===== src/design/pps_regs.vh =====
// Register map, field positions and reset values for the port 1/2 pin function select block
// Summary of operation
// Software writes zeros to reserved bits of both function select registers; the bench writes port 2 reserved bits at random.
// Port 1 pin six is general I/O when bit 4 clear, serial transmit when set.
// Port 1 pin five is general I/O when bit 0 clear, serial receive when set.
// Test interface select set drives the timer test data onto its output pin.
// Test interface select clear keeps test data off the pin whatever its enable.
// Transmit path select clear takes bus transmit data from the software pad bit.
// Sensor bus mode: software clears transmit select, then writes the pad bit.
// Transmit path select set routes serial transmit data to the vehicle bus pin.
// Select writes reroute pins at once; reads return last written value.
`ifndef PPS_REGS_VH
`define PPS_REGS_VH

// Byte addresses on the register bus
`define PPS_P1_SEL_ADDR 32'hffff0d04
`define PPS_P2_SEL_ADDR 32'hffff0d08
`define PPS_P2_DATA_ADDR 32'hffff0d0c
`define PPS_PIN_STAT_ADDR 32'hffff0d10

// Reset values
`define PPS_P1_SEL_RST 32'h10000000
`define PPS_P2_SEL_RST 32'h01000000
`define PPS_P2_DATA_RST 32'h00000000

// Field positions in port1_function_select
`define PPS_P1_TXD_BIT 4
`define PPS_P1_RXD_BIT 0

// Field positions in port2_function_select
`define PPS_P2_TEST_BIT 24
`define PPS_P2_BUSTX_BIT 20

// Field position of the internal bus transmit pad in port2_pin_data
`define PPS_P2_PAD_BIT 5

// Field positions in the pin status register
`define PPS_STAT_P1_5_BIT 0
`define PPS_STAT_P1_6_BIT 1
`define PPS_STAT_TEST_SEL_BIT 2
`define PPS_STAT_BUSTX_BIT 3

// Bus response codes
`define PPS_RESP_OKAY 2'b00
`define PPS_RESP_SLVERR 2'b10

// Synchroniser width for pin inputs, one bit per pin
`define PPS_SYNC_STAGES 2

`endif


===== src/design/pps_mux.v =====
// Pin function select for port 1 and port 2, with AXI4-Lite register slave
`timescale 1ns/1ns
`include "pps_regs.vh"
module pps_mux #(
    parameter ADDR_W = 32
) (
    // Clock and reset
    input wire aclk,
    input wire aresetn,
    // AXI4-Lite write address channel
    input wire [ADDR_W-1:0] s_axi_awaddr,
    input wire [2:0] s_axi_awprot,
    input wire s_axi_awvalid,
    output wire s_axi_awready,
    // AXI4-Lite write data channel
    input wire [31:0] s_axi_wdata,
    input wire [3:0] s_axi_wstrb,
    input wire s_axi_wvalid,
    output wire s_axi_wready,
    // AXI4-Lite write response channel
    output wire [1:0] s_axi_bresp,
    output wire s_axi_bvalid,
    input wire s_axi_bready,
    // AXI4-Lite read address channel
    input wire [ADDR_W-1:0] s_axi_araddr,
    input wire [2:0] s_axi_arprot,
    input wire s_axi_arvalid,
    output wire s_axi_arready,
    // AXI4-Lite read data channel
    output wire [31:0] s_axi_rdata,
    output wire [1:0] s_axi_rresp,
    output wire s_axi_rvalid,
    input wire s_axi_rready,
    // General-purpose I/O logic side, port 1 pins five and six
    input wire gpio_p1_5_out,
    input wire gpio_p1_5_oe_n,
    output wire gpio_p1_5_in,
    input wire gpio_p1_6_out,
    input wire gpio_p1_6_oe_n,
    output wire gpio_p1_6_in,
    // General-purpose I/O logic side, port 2 pin six (test output pin)
    input wire gpio_p2_6_out,
    input wire gpio_p2_6_oe_n,
    // Serial port
    input wire uart_txd,
    output wire uart_rxd,
    // Test interface timer
    input wire serial_test_interface_data,
    // Bus transceiver transmit input
    output wire bus_txd,
    // Port 1 pin five, two-way
    input wire p1_5_pin_in,
    output wire p1_5_pin_out,
    output wire p1_5_pin_oe_n,
    // Port 1 pin six, two-way
    input wire p1_6_pin_in,
    output wire p1_6_pin_out,
    output wire p1_6_pin_oe_n,
    // Test interface output pin
    output wire test_pin_out,
    output wire test_pin_oe_n
);

    // Register state
    reg [31:0] p1_sel_ff;
    reg [31:0] p2_sel_ff;
    reg [31:0] p2_data_ff;
    reg [31:0] nxt_p1_sel;
    reg [31:0] nxt_p2_sel;
    reg [31:0] nxt_p2_data;

    // Write channel holding state
    reg aw_hold_ff;
    reg [ADDR_W-1:0] aw_addr_ff;
    reg w_hold_ff;
    reg [31:0] w_data_ff;
    reg [3:0] w_strb_ff;
    reg bvalid_ff;
    reg [1:0] bresp_ff;

    // Read channel state
    reg rvalid_ff;
    reg [31:0] rdata_ff;
    reg [1:0] rresp_ff;

    // Pin side registers
    reg p1_5_out_ff;
    reg p1_5_oe_n_ff;
    reg p1_6_out_ff;
    reg p1_6_oe_n_ff;
    reg test_out_ff;
    reg test_oe_n_ff;
    reg bus_txd_ff;
    reg uart_rxd_ff;

    wire [1:0] pin_sync;
    wire do_write;

    // Pin inputs cross into the clock domain before any logic looks at them
    pps_sync #(
        .WIDTH(`PPS_SYNC_STAGES),
        .RST_VAL(2'b11)
    ) u_pin_sync (
        .aclk(aclk),
        .aresetn(aresetn),
        .async_in({p1_6_pin_in, p1_5_pin_in}),
        .sync_out(pin_sync)
    );

    // Merge write data into a register under byte strobes
    function [31:0] strb_merge;
        input [31:0] old_val;
        input [31:0] new_val;
        input [3:0] strb;
        integer i;
        begin
            strb_merge = old_val;
            for (i = 0; i < 4; i = i + 1) begin
                if (strb[i]) begin
                    strb_merge[i*8 +: 8] = new_val[i*8 +: 8];
                end
            end
        end
    endfunction

    // Address decode shared by reads and writes: 0 none, 1..4 register index
    function [2:0] addr_decode;
        input [ADDR_W-1:0] addr;
        begin
            if (addr == `PPS_P1_SEL_ADDR) begin
                addr_decode = 3'h1;
            end else if (addr == `PPS_P2_SEL_ADDR) begin
                addr_decode = 3'h2;
            end else if (addr == `PPS_P2_DATA_ADDR) begin
                addr_decode = 3'h3;
            end else if (addr == `PPS_PIN_STAT_ADDR) begin
                addr_decode = 3'h4;
            end else begin
                addr_decode = 3'h0;
            end
        end
    endfunction

    // Both halves of a write may arrive in either order; hold each until paired
    assign s_axi_awready = !aw_hold_ff && !bvalid_ff;
    assign s_axi_wready = !w_hold_ff && !bvalid_ff;
    assign do_write = aw_hold_ff && w_hold_ff && !bvalid_ff;

    always @(posedge aclk) begin
        if (!aresetn) begin
            aw_hold_ff <= 1'b0;
            aw_addr_ff <= {ADDR_W{1'b0}};
            w_hold_ff <= 1'b0;
            w_data_ff <= 32'h00000000;
            w_strb_ff <= 4'h0;
        end else begin
            if (s_axi_awvalid && s_axi_awready) begin
                aw_hold_ff <= 1'b1;
                aw_addr_ff <= s_axi_awaddr;
            end else if (do_write) begin
                aw_hold_ff <= 1'b0;
            end
            if (s_axi_wvalid && s_axi_wready) begin
                w_hold_ff <= 1'b1;
                w_data_ff <= s_axi_wdata;
                w_strb_ff <= s_axi_wstrb;
            end else if (do_write) begin
                w_hold_ff <= 1'b0;
            end
        end
    end

    // Write response; unmapped or read-only addresses answer with a slave error
    always @(posedge aclk) begin
        if (!aresetn) begin
            bvalid_ff <= 1'b0;
            bresp_ff <= `PPS_RESP_OKAY;
        end else if (do_write) begin
            bvalid_ff <= 1'b1;
            if (addr_decode(aw_addr_ff) == 3'h0 || addr_decode(aw_addr_ff) == 3'h4) begin
                bresp_ff <= `PPS_RESP_SLVERR;
            end else begin
                bresp_ff <= `PPS_RESP_OKAY;
            end
        end else if (s_axi_bready) begin
            bvalid_ff <= 1'b0;
        end
    end

    // Next register values; every bit of a strobed byte is stored so reads echo the last write
    always @* begin
        nxt_p1_sel = p1_sel_ff;
        nxt_p2_sel = p2_sel_ff;
        nxt_p2_data = p2_data_ff;
        if (do_write) begin
            if (addr_decode(aw_addr_ff) == 3'h1) begin
                nxt_p1_sel = strb_merge(p1_sel_ff, w_data_ff, w_strb_ff);
            end else if (addr_decode(aw_addr_ff) == 3'h2) begin
                nxt_p2_sel = strb_merge(p2_sel_ff, w_data_ff, w_strb_ff);
            end else if (addr_decode(aw_addr_ff) == 3'h3) begin
                nxt_p2_data = strb_merge(p2_data_ff, w_data_ff, w_strb_ff);
            end
        end
    end

    // Reserved bits are kept as written; software is expected to leave them zero
    always @(posedge aclk) begin
        if (!aresetn) begin
            p1_sel_ff <= `PPS_P1_SEL_RST;
            p2_sel_ff <= `PPS_P2_SEL_RST;
            p2_data_ff <= `PPS_P2_DATA_RST;
        end else begin
            p1_sel_ff <= nxt_p1_sel;
            p2_sel_ff <= nxt_p2_sel;
            p2_data_ff <= nxt_p2_data;
        end
    end

    // Read channel: one outstanding read, data registered at the address edge
    assign s_axi_arready = !rvalid_ff;

    always @(posedge aclk) begin
        if (!aresetn) begin
            rvalid_ff <= 1'b0;
            rdata_ff <= 32'h00000000;
            rresp_ff <= `PPS_RESP_OKAY;
        end else if (s_axi_arvalid && s_axi_arready) begin
            rvalid_ff <= 1'b1;
            rresp_ff <= `PPS_RESP_OKAY;
            if (addr_decode(s_axi_araddr) == 3'h1) begin
                rdata_ff <= p1_sel_ff;
            end else if (addr_decode(s_axi_araddr) == 3'h2) begin
                rdata_ff <= p2_sel_ff;
            end else if (addr_decode(s_axi_araddr) == 3'h3) begin
                rdata_ff <= p2_data_ff;
            end else if (addr_decode(s_axi_araddr) == 3'h4) begin
                rdata_ff <= {28'h0000000,
                    p2_sel_ff[`PPS_P2_BUSTX_BIT],
                    p2_sel_ff[`PPS_P2_TEST_BIT],
                    pin_sync[1],
                    pin_sync[0]};
            end else begin
                rdata_ff <= 32'h00000000;
                rresp_ff <= `PPS_RESP_SLVERR;
            end
        end else if (s_axi_rready) begin
            rvalid_ff <= 1'b0;
        end
    end

    // Pin routing follows the next register value, so the pins switch at the
    // same edge that stores the write rather than one cycle later
    always @(posedge aclk) begin
        if (!aresetn) begin
            p1_5_out_ff <= 1'b0;
            p1_5_oe_n_ff <= 1'b1;
            p1_6_out_ff <= 1'b0;
            p1_6_oe_n_ff <= 1'b1;
            test_out_ff <= 1'b0;
            test_oe_n_ff <= 1'b1;
            bus_txd_ff <= 1'b1;
            uart_rxd_ff <= 1'b1;
        end else begin
            // Pin six: serial transmit or general I/O
            if (nxt_p1_sel[`PPS_P1_TXD_BIT]) begin
                p1_6_out_ff <= uart_txd;
                p1_6_oe_n_ff <= 1'b0;
            end else begin
                p1_6_out_ff <= gpio_p1_6_out;
                p1_6_oe_n_ff <= gpio_p1_6_oe_n;
            end
            // Pin five: serial receive (pad released) or general I/O
            if (nxt_p1_sel[`PPS_P1_RXD_BIT]) begin
                p1_5_out_ff <= 1'b0;
                p1_5_oe_n_ff <= 1'b1;
                uart_rxd_ff <= pin_sync[0];
            end else begin
                p1_5_out_ff <= gpio_p1_5_out;
                p1_5_oe_n_ff <= gpio_p1_5_oe_n;
                uart_rxd_ff <= 1'b1; // Idle line keeps the receiver quiet
            end
            // Test output pin: timer data only when selected
            if (nxt_p2_sel[`PPS_P2_TEST_BIT]) begin
                test_out_ff <= serial_test_interface_data;
                test_oe_n_ff <= 1'b0;
            end else begin
                test_out_ff <= gpio_p2_6_out;
                test_oe_n_ff <= gpio_p2_6_oe_n;
            end
            // Bus transmit: serial port for vehicle bus, software pad otherwise
            if (nxt_p2_sel[`PPS_P2_BUSTX_BIT]) begin
                bus_txd_ff <= uart_txd;
            end else begin
                bus_txd_ff <= nxt_p2_data[`PPS_P2_PAD_BIT];
            end
        end
    end

    // Output assignments
    assign s_axi_bvalid = bvalid_ff;
    assign s_axi_bresp = bresp_ff;
    assign s_axi_rvalid = rvalid_ff;
    assign s_axi_rdata = rdata_ff;
    assign s_axi_rresp = rresp_ff;
    assign p1_5_pin_out = p1_5_out_ff;
    assign p1_5_pin_oe_n = p1_5_oe_n_ff;
    assign p1_6_pin_out = p1_6_out_ff;
    assign p1_6_pin_oe_n = p1_6_oe_n_ff;
    assign test_pin_out = test_out_ff;
    assign test_pin_oe_n = test_oe_n_ff;
    assign bus_txd = bus_txd_ff;
    assign uart_rxd = uart_rxd_ff;
    // Pin levels back to the general-purpose I/O logic, already synchronised
    assign gpio_p1_5_in = pin_sync[0];
    assign gpio_p1_6_in = pin_sync[1];

endmodule


===== src/design/pps_sync.v =====
// Two-stage synchroniser for pin inputs entering the core clock domain
`timescale 1ns/1ns
module pps_sync #(
    parameter WIDTH = 2,
    parameter [WIDTH-1:0] RST_VAL = {WIDTH{1'b1}}
) (
    // Clock and reset
    input wire aclk,
    input wire aresetn,
    // Asynchronous levels in, synchronised levels out
    input wire [WIDTH-1:0] async_in,
    output wire [WIDTH-1:0] sync_out
);

    reg [WIDTH-1:0] meta_ff;
    reg [WIDTH-1:0] sync_ff;

    // First stage feeds only the second stage, to let metastability settle
    always @(posedge aclk) begin
        if (!aresetn) begin
            meta_ff <= RST_VAL;
            sync_ff <= RST_VAL;
        end else begin
            meta_ff <= async_in;
            sync_ff <= meta_ff;
        end
    end

    assign sync_out = sync_ff;

endmodule


===== config.mk =====
export PLATFORM = sky130hd
export DESIGN_NAME = pps_mux
export DESIGN_NICKNAME = d
export VERILOG_FILES = /design/src/design/pps_mux.v /design/src/design/pps_sync.v
export VERILOG_INCLUDE_DIRS = /design/src /design/src/design
export SDC_FILE = /design/constraint.sdc
export NUM_CORES = 1
export LEC_CHECK = 0
export BUFFER_PORTS_ARGS = -buffer_cell sky130_fd_sc_hd__clkbuf_2
export CAP_MARGIN = 20
export CORE_ASPECT_RATIO = 0.7
export CORE_UTILIZATION = 55
export CTS_CLUSTER_SIZE = 40
export DETAILED_ROUTE_END_ITERATION = 8
export HOLD_SLACK_MARGIN = 0.12
export PLACE_DENSITY = 0.8
export SLEW_MARGIN = 20
export SYNTH_ARGS = -nofsm -noshare
export SYNTH_HDL_FRONTEND = slang
export SYNTH_SLANG_ARGS = --single-unit

===== constraint.sdc =====
create_clock -name aclk -period 3 [get_ports aclk]
set_clock_uncertainty 0.05 [all_clocks]
set_input_delay 0.3 -clock aclk [delete_from_list [all_inputs] [get_ports aclk]]
set_output_delay 0.3 -clock aclk [all_outputs]
set_load 0.03 [all_outputs]

[Word-level counts from Yosys, hierarchy flattened]
Index checks and enable logic that the tools add are counted.
Widths: inputs -> output; s select.
Word-level totals
  bits in registers: 216
  latch bits: 0
  memory bits (writable): 0
  memory bits (read-only): 0
  bits of input ports: 123
  output and inout bits: 51
  logic and storage cells: 150
  memories: 0
Cells by class
  add/sub/neg operators: 0
  multiply operators: 0
  div/mod/pow operators: 0
  $lt $le $gt $ge: 0
  equality and inequality tests: 16
  shift-type cells: 0
  muxes and demuxes: 65
  bitwise gates (word level): 3
  reduce and logical (&&, ||, !) cells: 31
Operators with widths (number)
  $eq 32x32->1 const B: 8
  $mux 32: 3
  $mux 3: 29
  $mux 25: 3
  $mux 6: 5
  $mux 8: 3
  $reduce_and 5->1: 4
  $reduce_and 4->1: 4
  $mux 5: 3
  $mux 1: 13
  $eq 3x2->1 const B: 4
  $reduce_and 3->1: 4
  $mux 2: 5
  $reduce_bool 2->1: 4
  $logic_and 1x1->1: 7
  $eq 3x1->1 const B: 2
  $eq 3x3->1 const B: 2
  $logic_not 1->1: 4
  $mux 4: 1
  $logic_not 3->1: 1
  $not 1->1: 3
  $reduce_and 2->1: 1
  $reduce_or 2->1: 1
  $logic_or 1x1->1: 1

[Longest topological paths before layout]
  word-level depth: 27
  mapped depth: 7
  gate-level depth less buffers: 5

[By module]
Synthesis repeated with hierarchy kept, for this count alone.
Unflattened totals
  cells, all modules: 931
  area, all modules: 8528.2 um^2
Modules (own cells, without submodules)
  pps_mux: instances 1, cells an instance 923, area an instance 8423.1 um^2, sequential area each 4204.0 um^2
  pps_sync: instances 1, cells an instance 8, area an instance 105.1 um^2, sequential area each 80.1 um^2

[Worst setup path after synthesis]
OpenSTA, ideal clock, no wires.
  kind: register to register
  start point: reg aw_addr_ff[1]
  end point: reg p2_sel_ff[0]
  arrival: 2.034 ns
  setup slack: 0.844 ns
  cell stages (with the launch flop): 8
  path buffers: 2
  clock period less this slack: 2.156 ns
  cells stage by stage: dfxtp_1 or4b_4 nor4_4 and2_4 buf_12 and4_4 buf_12 mux2i_1
On the way
  longest elaborated chain between the ends: 9
  elaborated cells between the ends (all ways): 15
  classes of those cells: eq/ne (6); mux (7); bitwise (1); reduce/logical (1)
RTL lines
  from (decl): line pps_mux.v:74  | reg [ADDR_W-1:0] aw_addr_ff;
  from (signal assigned): line pps_mux.v:152  | aw_addr_ff <= {ADDR_W{1'b0}};
  from (signal assigned): line pps_mux.v:159  | aw_addr_ff <= s_axi_awaddr;
  $eq 32x32->1 (no line)
  $mux 3: line pps_mux.v:136  | end else if (addr == `PPS_PIN_STAT_ADDR) begin
  $mux 3: line pps_mux.v:134  | end else if (addr == `PPS_P2_DATA_ADDR) begin
  $mux 3: line pps_mux.v:132  | end else if (addr == `PPS_P2_SEL_ADDR) begin
  $mux 3 (*): line pps_mux.v:130  | if (addr == `PPS_P1_SEL_ADDR) begin
  $mux 3 (on tied branches): line pps_mux.v:196, pps_mux.v:195
  $mux 3 / $eq 3x1->1 (equally long branches): line pps_mux.v:195, pps_mux.v:196
  $eq 3x2->1 / $not 1->1 (equally long branches)
  $reduce_and 4->1 (no line) (*)
  to (signal assigned): line pps_mux.v:210  | p2_sel_ff <= `PPS_P2_SEL_RST;
  to (signal assigned): line pps_mux.v:214  | p2_sel_ff <= nxt_p2_sel;
  to (decl): line pps_mux.v:66  | reg [31:0] p2_sel_ff;
Every way passes the cells marked *; elsewhere a longest branch is shown, timed or not. The select of a mux whose other input is x is not followed.
A chain may end at the register's enable or synchronous reset.

[Worst setup path after layout]
  start point: reg aw_addr_ff[5]
  end point: reg test_out_ff, in the netlist test_pin_out
On the way
  longest elaborated chain between the ends: 12
  elaborated cells between the ends (all ways): 17
  classes of those cells: eq/ne (6); mux (11)
RTL lines
  $eq 32x32->1 (no line)
  $mux 3: line pps_mux.v:136
  $mux 3: line pps_mux.v:134
  $mux 3: line pps_mux.v:132
  $mux 3 (*): line pps_mux.v:130
  $mux 3: line pps_mux.v:196  | if (addr_decode(aw_addr_ff) == 3'h1) begin
  $mux 3: line pps_mux.v:195  | if (do_write) begin
  $eq 3x2->1: line pps_mux.v:198  | end else if (addr_decode(aw_addr_ff) == 3'h2) begin
  $mux 25: line pps_mux.v:198
  $mux 25 (*): line pps_mux.v:196
  $mux 25 (*): line pps_mux.v:195
  $mux 1 (*): line pps_mux.v:283  | if (nxt_p2_sel[`PPS_P2_TEST_BIT]) begin
  to (signal assigned): line pps_mux.v:284  | test_out_ff <= serial_test_interface_data;
  to (signal assigned): line pps_mux.v:287  | test_out_ff <= gpio_p2_6_out;
  to (decl): line pps_mux.v:91  | reg test_out_ff;
Marks and branches as above.

==> run_results.csv <==
group,metric,value,unit
synthesis,synth_area_leaders,"dfxtp_1, mux2i_1, nand2_1",
die,dieArea,16300,um2
global_routing,grt_start_max_net_pins,52,
timing,holdWs,0.185,ns
global_routing,grt_pass1_wl,37.3,mm
synthesis,synth_top_area_share,49.3,%
cells_and_area,antennaDiodeCount,0,
cells_and_area,final_common_cell,"nand2_1",
timing,fmax,338,MHz
drt,vias_per_cell,5.53,
timing,slew_viol_final,0,
synthesis,synthMuxAreaShare,15.0,%
worst_setup_path,crit_fanout,3,
clock_tree,cts_tree,"yes",
drt,ant_nets,0,
run,maxCapViolations,0,
synthesis,synth_top_family_by_area,"simple AND/OR/NAND/NOR gates",
timing,fin_ws,0.0385,ns
cells_and_area,n_fill_cell,1119,
clock_tree,insertion_delay,0.49,ns
worst_setup_path,required,3.38,ns
drt,wl,23.4,mm
placed_design,port_buffers,165,
synthesis,synth_fa_ha_area_share,0,%
synthesis,synth-warning-count,0,
timing,period_needed,2.96,ns
outcome,violations,"design-rule violations",
timing,hold_viol,0,
synthesis,synth-xor-area-share,0.101,%
cells_and_area,final_cell_mix,"nand2_1, dfxtp_1, clkbuf_2",
global_routing,first_global_vias,7574,
cells_and_area,multiInputGateArea,4070,um2
worst_hold_path,min-delay-start,"aresetn",
worst_setup_path,r2r_start,"aw_addr_ff[5]$_SDFFE_PN0P_",
drt,wl_met3,1.20,mm
drt,drt-met1-wl,10.4,mm
synthesis,synth_compound_area_share,11.0,%
drt,drt_first_pass_iters,7,
worst_hold_path,min_path_type,"in2reg",
die,die_w,152,um
die,chipHeight,107,um
clock_tree,clkSinkCount,214,
power,p_leak,5.06,nW
synthesis,async_flop_share,0,%
synthesis,syn_avg_cell_area,9.12,um2
power,power.density,550,nW/um2
synthesis,synth_edf_count,0,
timing,tightest_slew,0.684,ns
drt,drc_errors,17,
timing,setup_viol,0,
drt,num_vias,7689,
die,start_util,56.2,%
synthesis,ys.flop_type,"dfxtp_1",
worst_setup_path,end_kind,"flop",
cells_and_area,seq_area,4280,um2
worst_setup_path,critical-path-slowest-cell,"or4b_1",
synthesis,yosysTopAreaCell,"dfxtp_1",
worst_setup_path,crit_path_max_incr_delay,0.58,ns
clock_tree,cts_inserted_buffers,20,
worst_setup_path,worstSetupPathType,"reg2reg",
timing,final.period_utilization,98.7,%
power,vdd_drop_max,0.350,mV
timing,relSlewSlack,54.3,%
die,rows,38,
worst_setup_path,path_cells,"or4b_1 > nor4_4 > buf_4 > nand3_2 > mux2i_1 > mux2i_1 > dlygate4sd3_1",
placed_design,routabilityCongestion,0.834,
drt,wl_met2,11.3,mm
clock_tree,root_buffer,"clkbuf_16",
global_routing,grt_usage,28.5,%
die,pin_count,174,
synthesis,synth.distinct_cells,48,
cells_and_area,syn2layout_area_growth,28.5,%
synthesis,synth_seq_cells,214,
worst_setup_path,critPathArrivalTime,3.34,ns
cells_and_area,drive_gt1_share,22.4,%
outcome,outcome,"complete, but fails checks",
clock_tree,clk_pin_slew_worst_paths,0.06,ns
clock_tree,htreeDepth,1,
synthesis,syn-instance-count,952,
cells_and_area,nets,1301,
worst_setup_path,cpMostUsedCell,"mux2i_1",
synthesis,ys_seq_area_share,49.3,%
placed_design,place_ws,0.486,ns
synthesis,syn-cell-area,8690,um2
placed_design,dp_hpwl,14.1,mm
global_routing,grt.overflow.total,0,
drt,initialDrtViolationCount,360,
drt,top_layer,"met4",
drt,wire_per_inst,16.8,um
die,coreArea,15500,um2
global_routing,antenna_found_initial,0,
clock_tree,cts_max_path_buffers,3,
worst_setup_path,crit_path_start_kind,"flop",
synthesis,synth-simple-area-share,20.6,%
worst_setup_path,startpoint,"aw_addr_ff[5]$_SDFFE_PN0P_",
==> worst max-delay path, delay by kind of cell (launching register included) <==
kind / cells / cell delay (ns)
flops: 1 / 0.31
buf+inv: 2 / 0.77
simple gates: 3 / 1.06
mux: 2 / 0.72
==> final timing paths <==
check,end,slack [ns],depth (start not counted)
min,u_pin_sync.sync_out[1]$_SDFF_PN1_,0.18,2
min reg2reg,u_pin_sync.sync_out[1]$_SDFF_PN1_,0.36,1
max,test_pin_out$_SDFF_PN0_,0.04,7
max reg2reg,test_pin_out$_SDFF_PN0_,0.04,7
==> flip-flops by register name, summed over array words and instances, names as in the netlist, 2 cells and up <==
register,flops
u_pin_sync.sync_out,2
p2_sel_ff,32
s_axi_rdata,32
p2_data_ff,32
aw_addr_ff,32
u_pin_sync.meta_ff,2
p1_sel_ff,32
w_data_ff,32
w_strb_ff,4
==> Yosys cell counts (7+ instances only) <==
| cell type | instances |
|---|---|
| nand2_1 | 249 |
| dfxtp_1 | 214 |
| mux2i_1 | 99 |
| a21oi_1 | 84 |
| nor2_1 | 61 |
| clkbuf_1 | 58 |
| a22oi_1 | 30 |
| mux2_2 | 28 |
| a2bb2oi_1 | 20 |
| nor2b_1 | 9 |
| inv_1 | 7 |
| nand2b_1 | 7 |
| nand3_1 | 7 |
==> cells by family after synthesis <==
kind of cell,count (synthesis)
simple gates,381
other cells,1
xor+xnor,1
flops,214
compound gates,153
buf+inv,75
mux,127
==> report_power, final <==
group	switching (mW)	leakage (nW)	internal [mW]	total (mW)
clock	1.05	0.342	1.57	2.62
sequential	0.0567	1.74	2.92	2.97
combinational	0.320	2.98	0.229	0.549
total	1.43	5.06	4.72	6.14
==> what timing repair did <==
item	in CTS	in global routing
setup endpoints to repair	0	1
endpoints found under the hold margin	80	0
hold buffers	83	0
buffers inserted	0	2
gates resized for setup	0	1
==> through the flow <==
step	power, mW	utilization (%)	cells	TNS (ns)	cell area (um2)
after floorplan	3.30	-	953	0	8690
after global placement	3.47	62.3	1271	0	9630
after detailed placement	3.48	62.3	1271	0	9630
after CTS	6.15	72.1	1389	0	11100
after global routing	6.35	72.2	1391	-0.0393	11200
final	6.14	72.2	1391	0	11200
==> metal layers <==
metal | vias up | track usage (%)
met3 | 53 | 4.85
met4 | 0 | 9.33
li1 | 3707 | -
met1 | 3672 | 35.1
met5 | - | 0
met2 | 257 | 51.0
==> area by class of cell <==
| cell class | count | share of cell area [%] |
|---|---|---|
| clock inverters | 6 | 0.717 |
| well taps | 200 | 2.24 |
| inverters | 7 | 0.258 |
| multi-input cells | 664 | 36.5 |
| flip-flops and latches | 214 | 38.4 |
| repair buffers | 271 | 16.5 |
| clock buffers | 29 | 5.43 |
(Power assumes the default switching activity.)
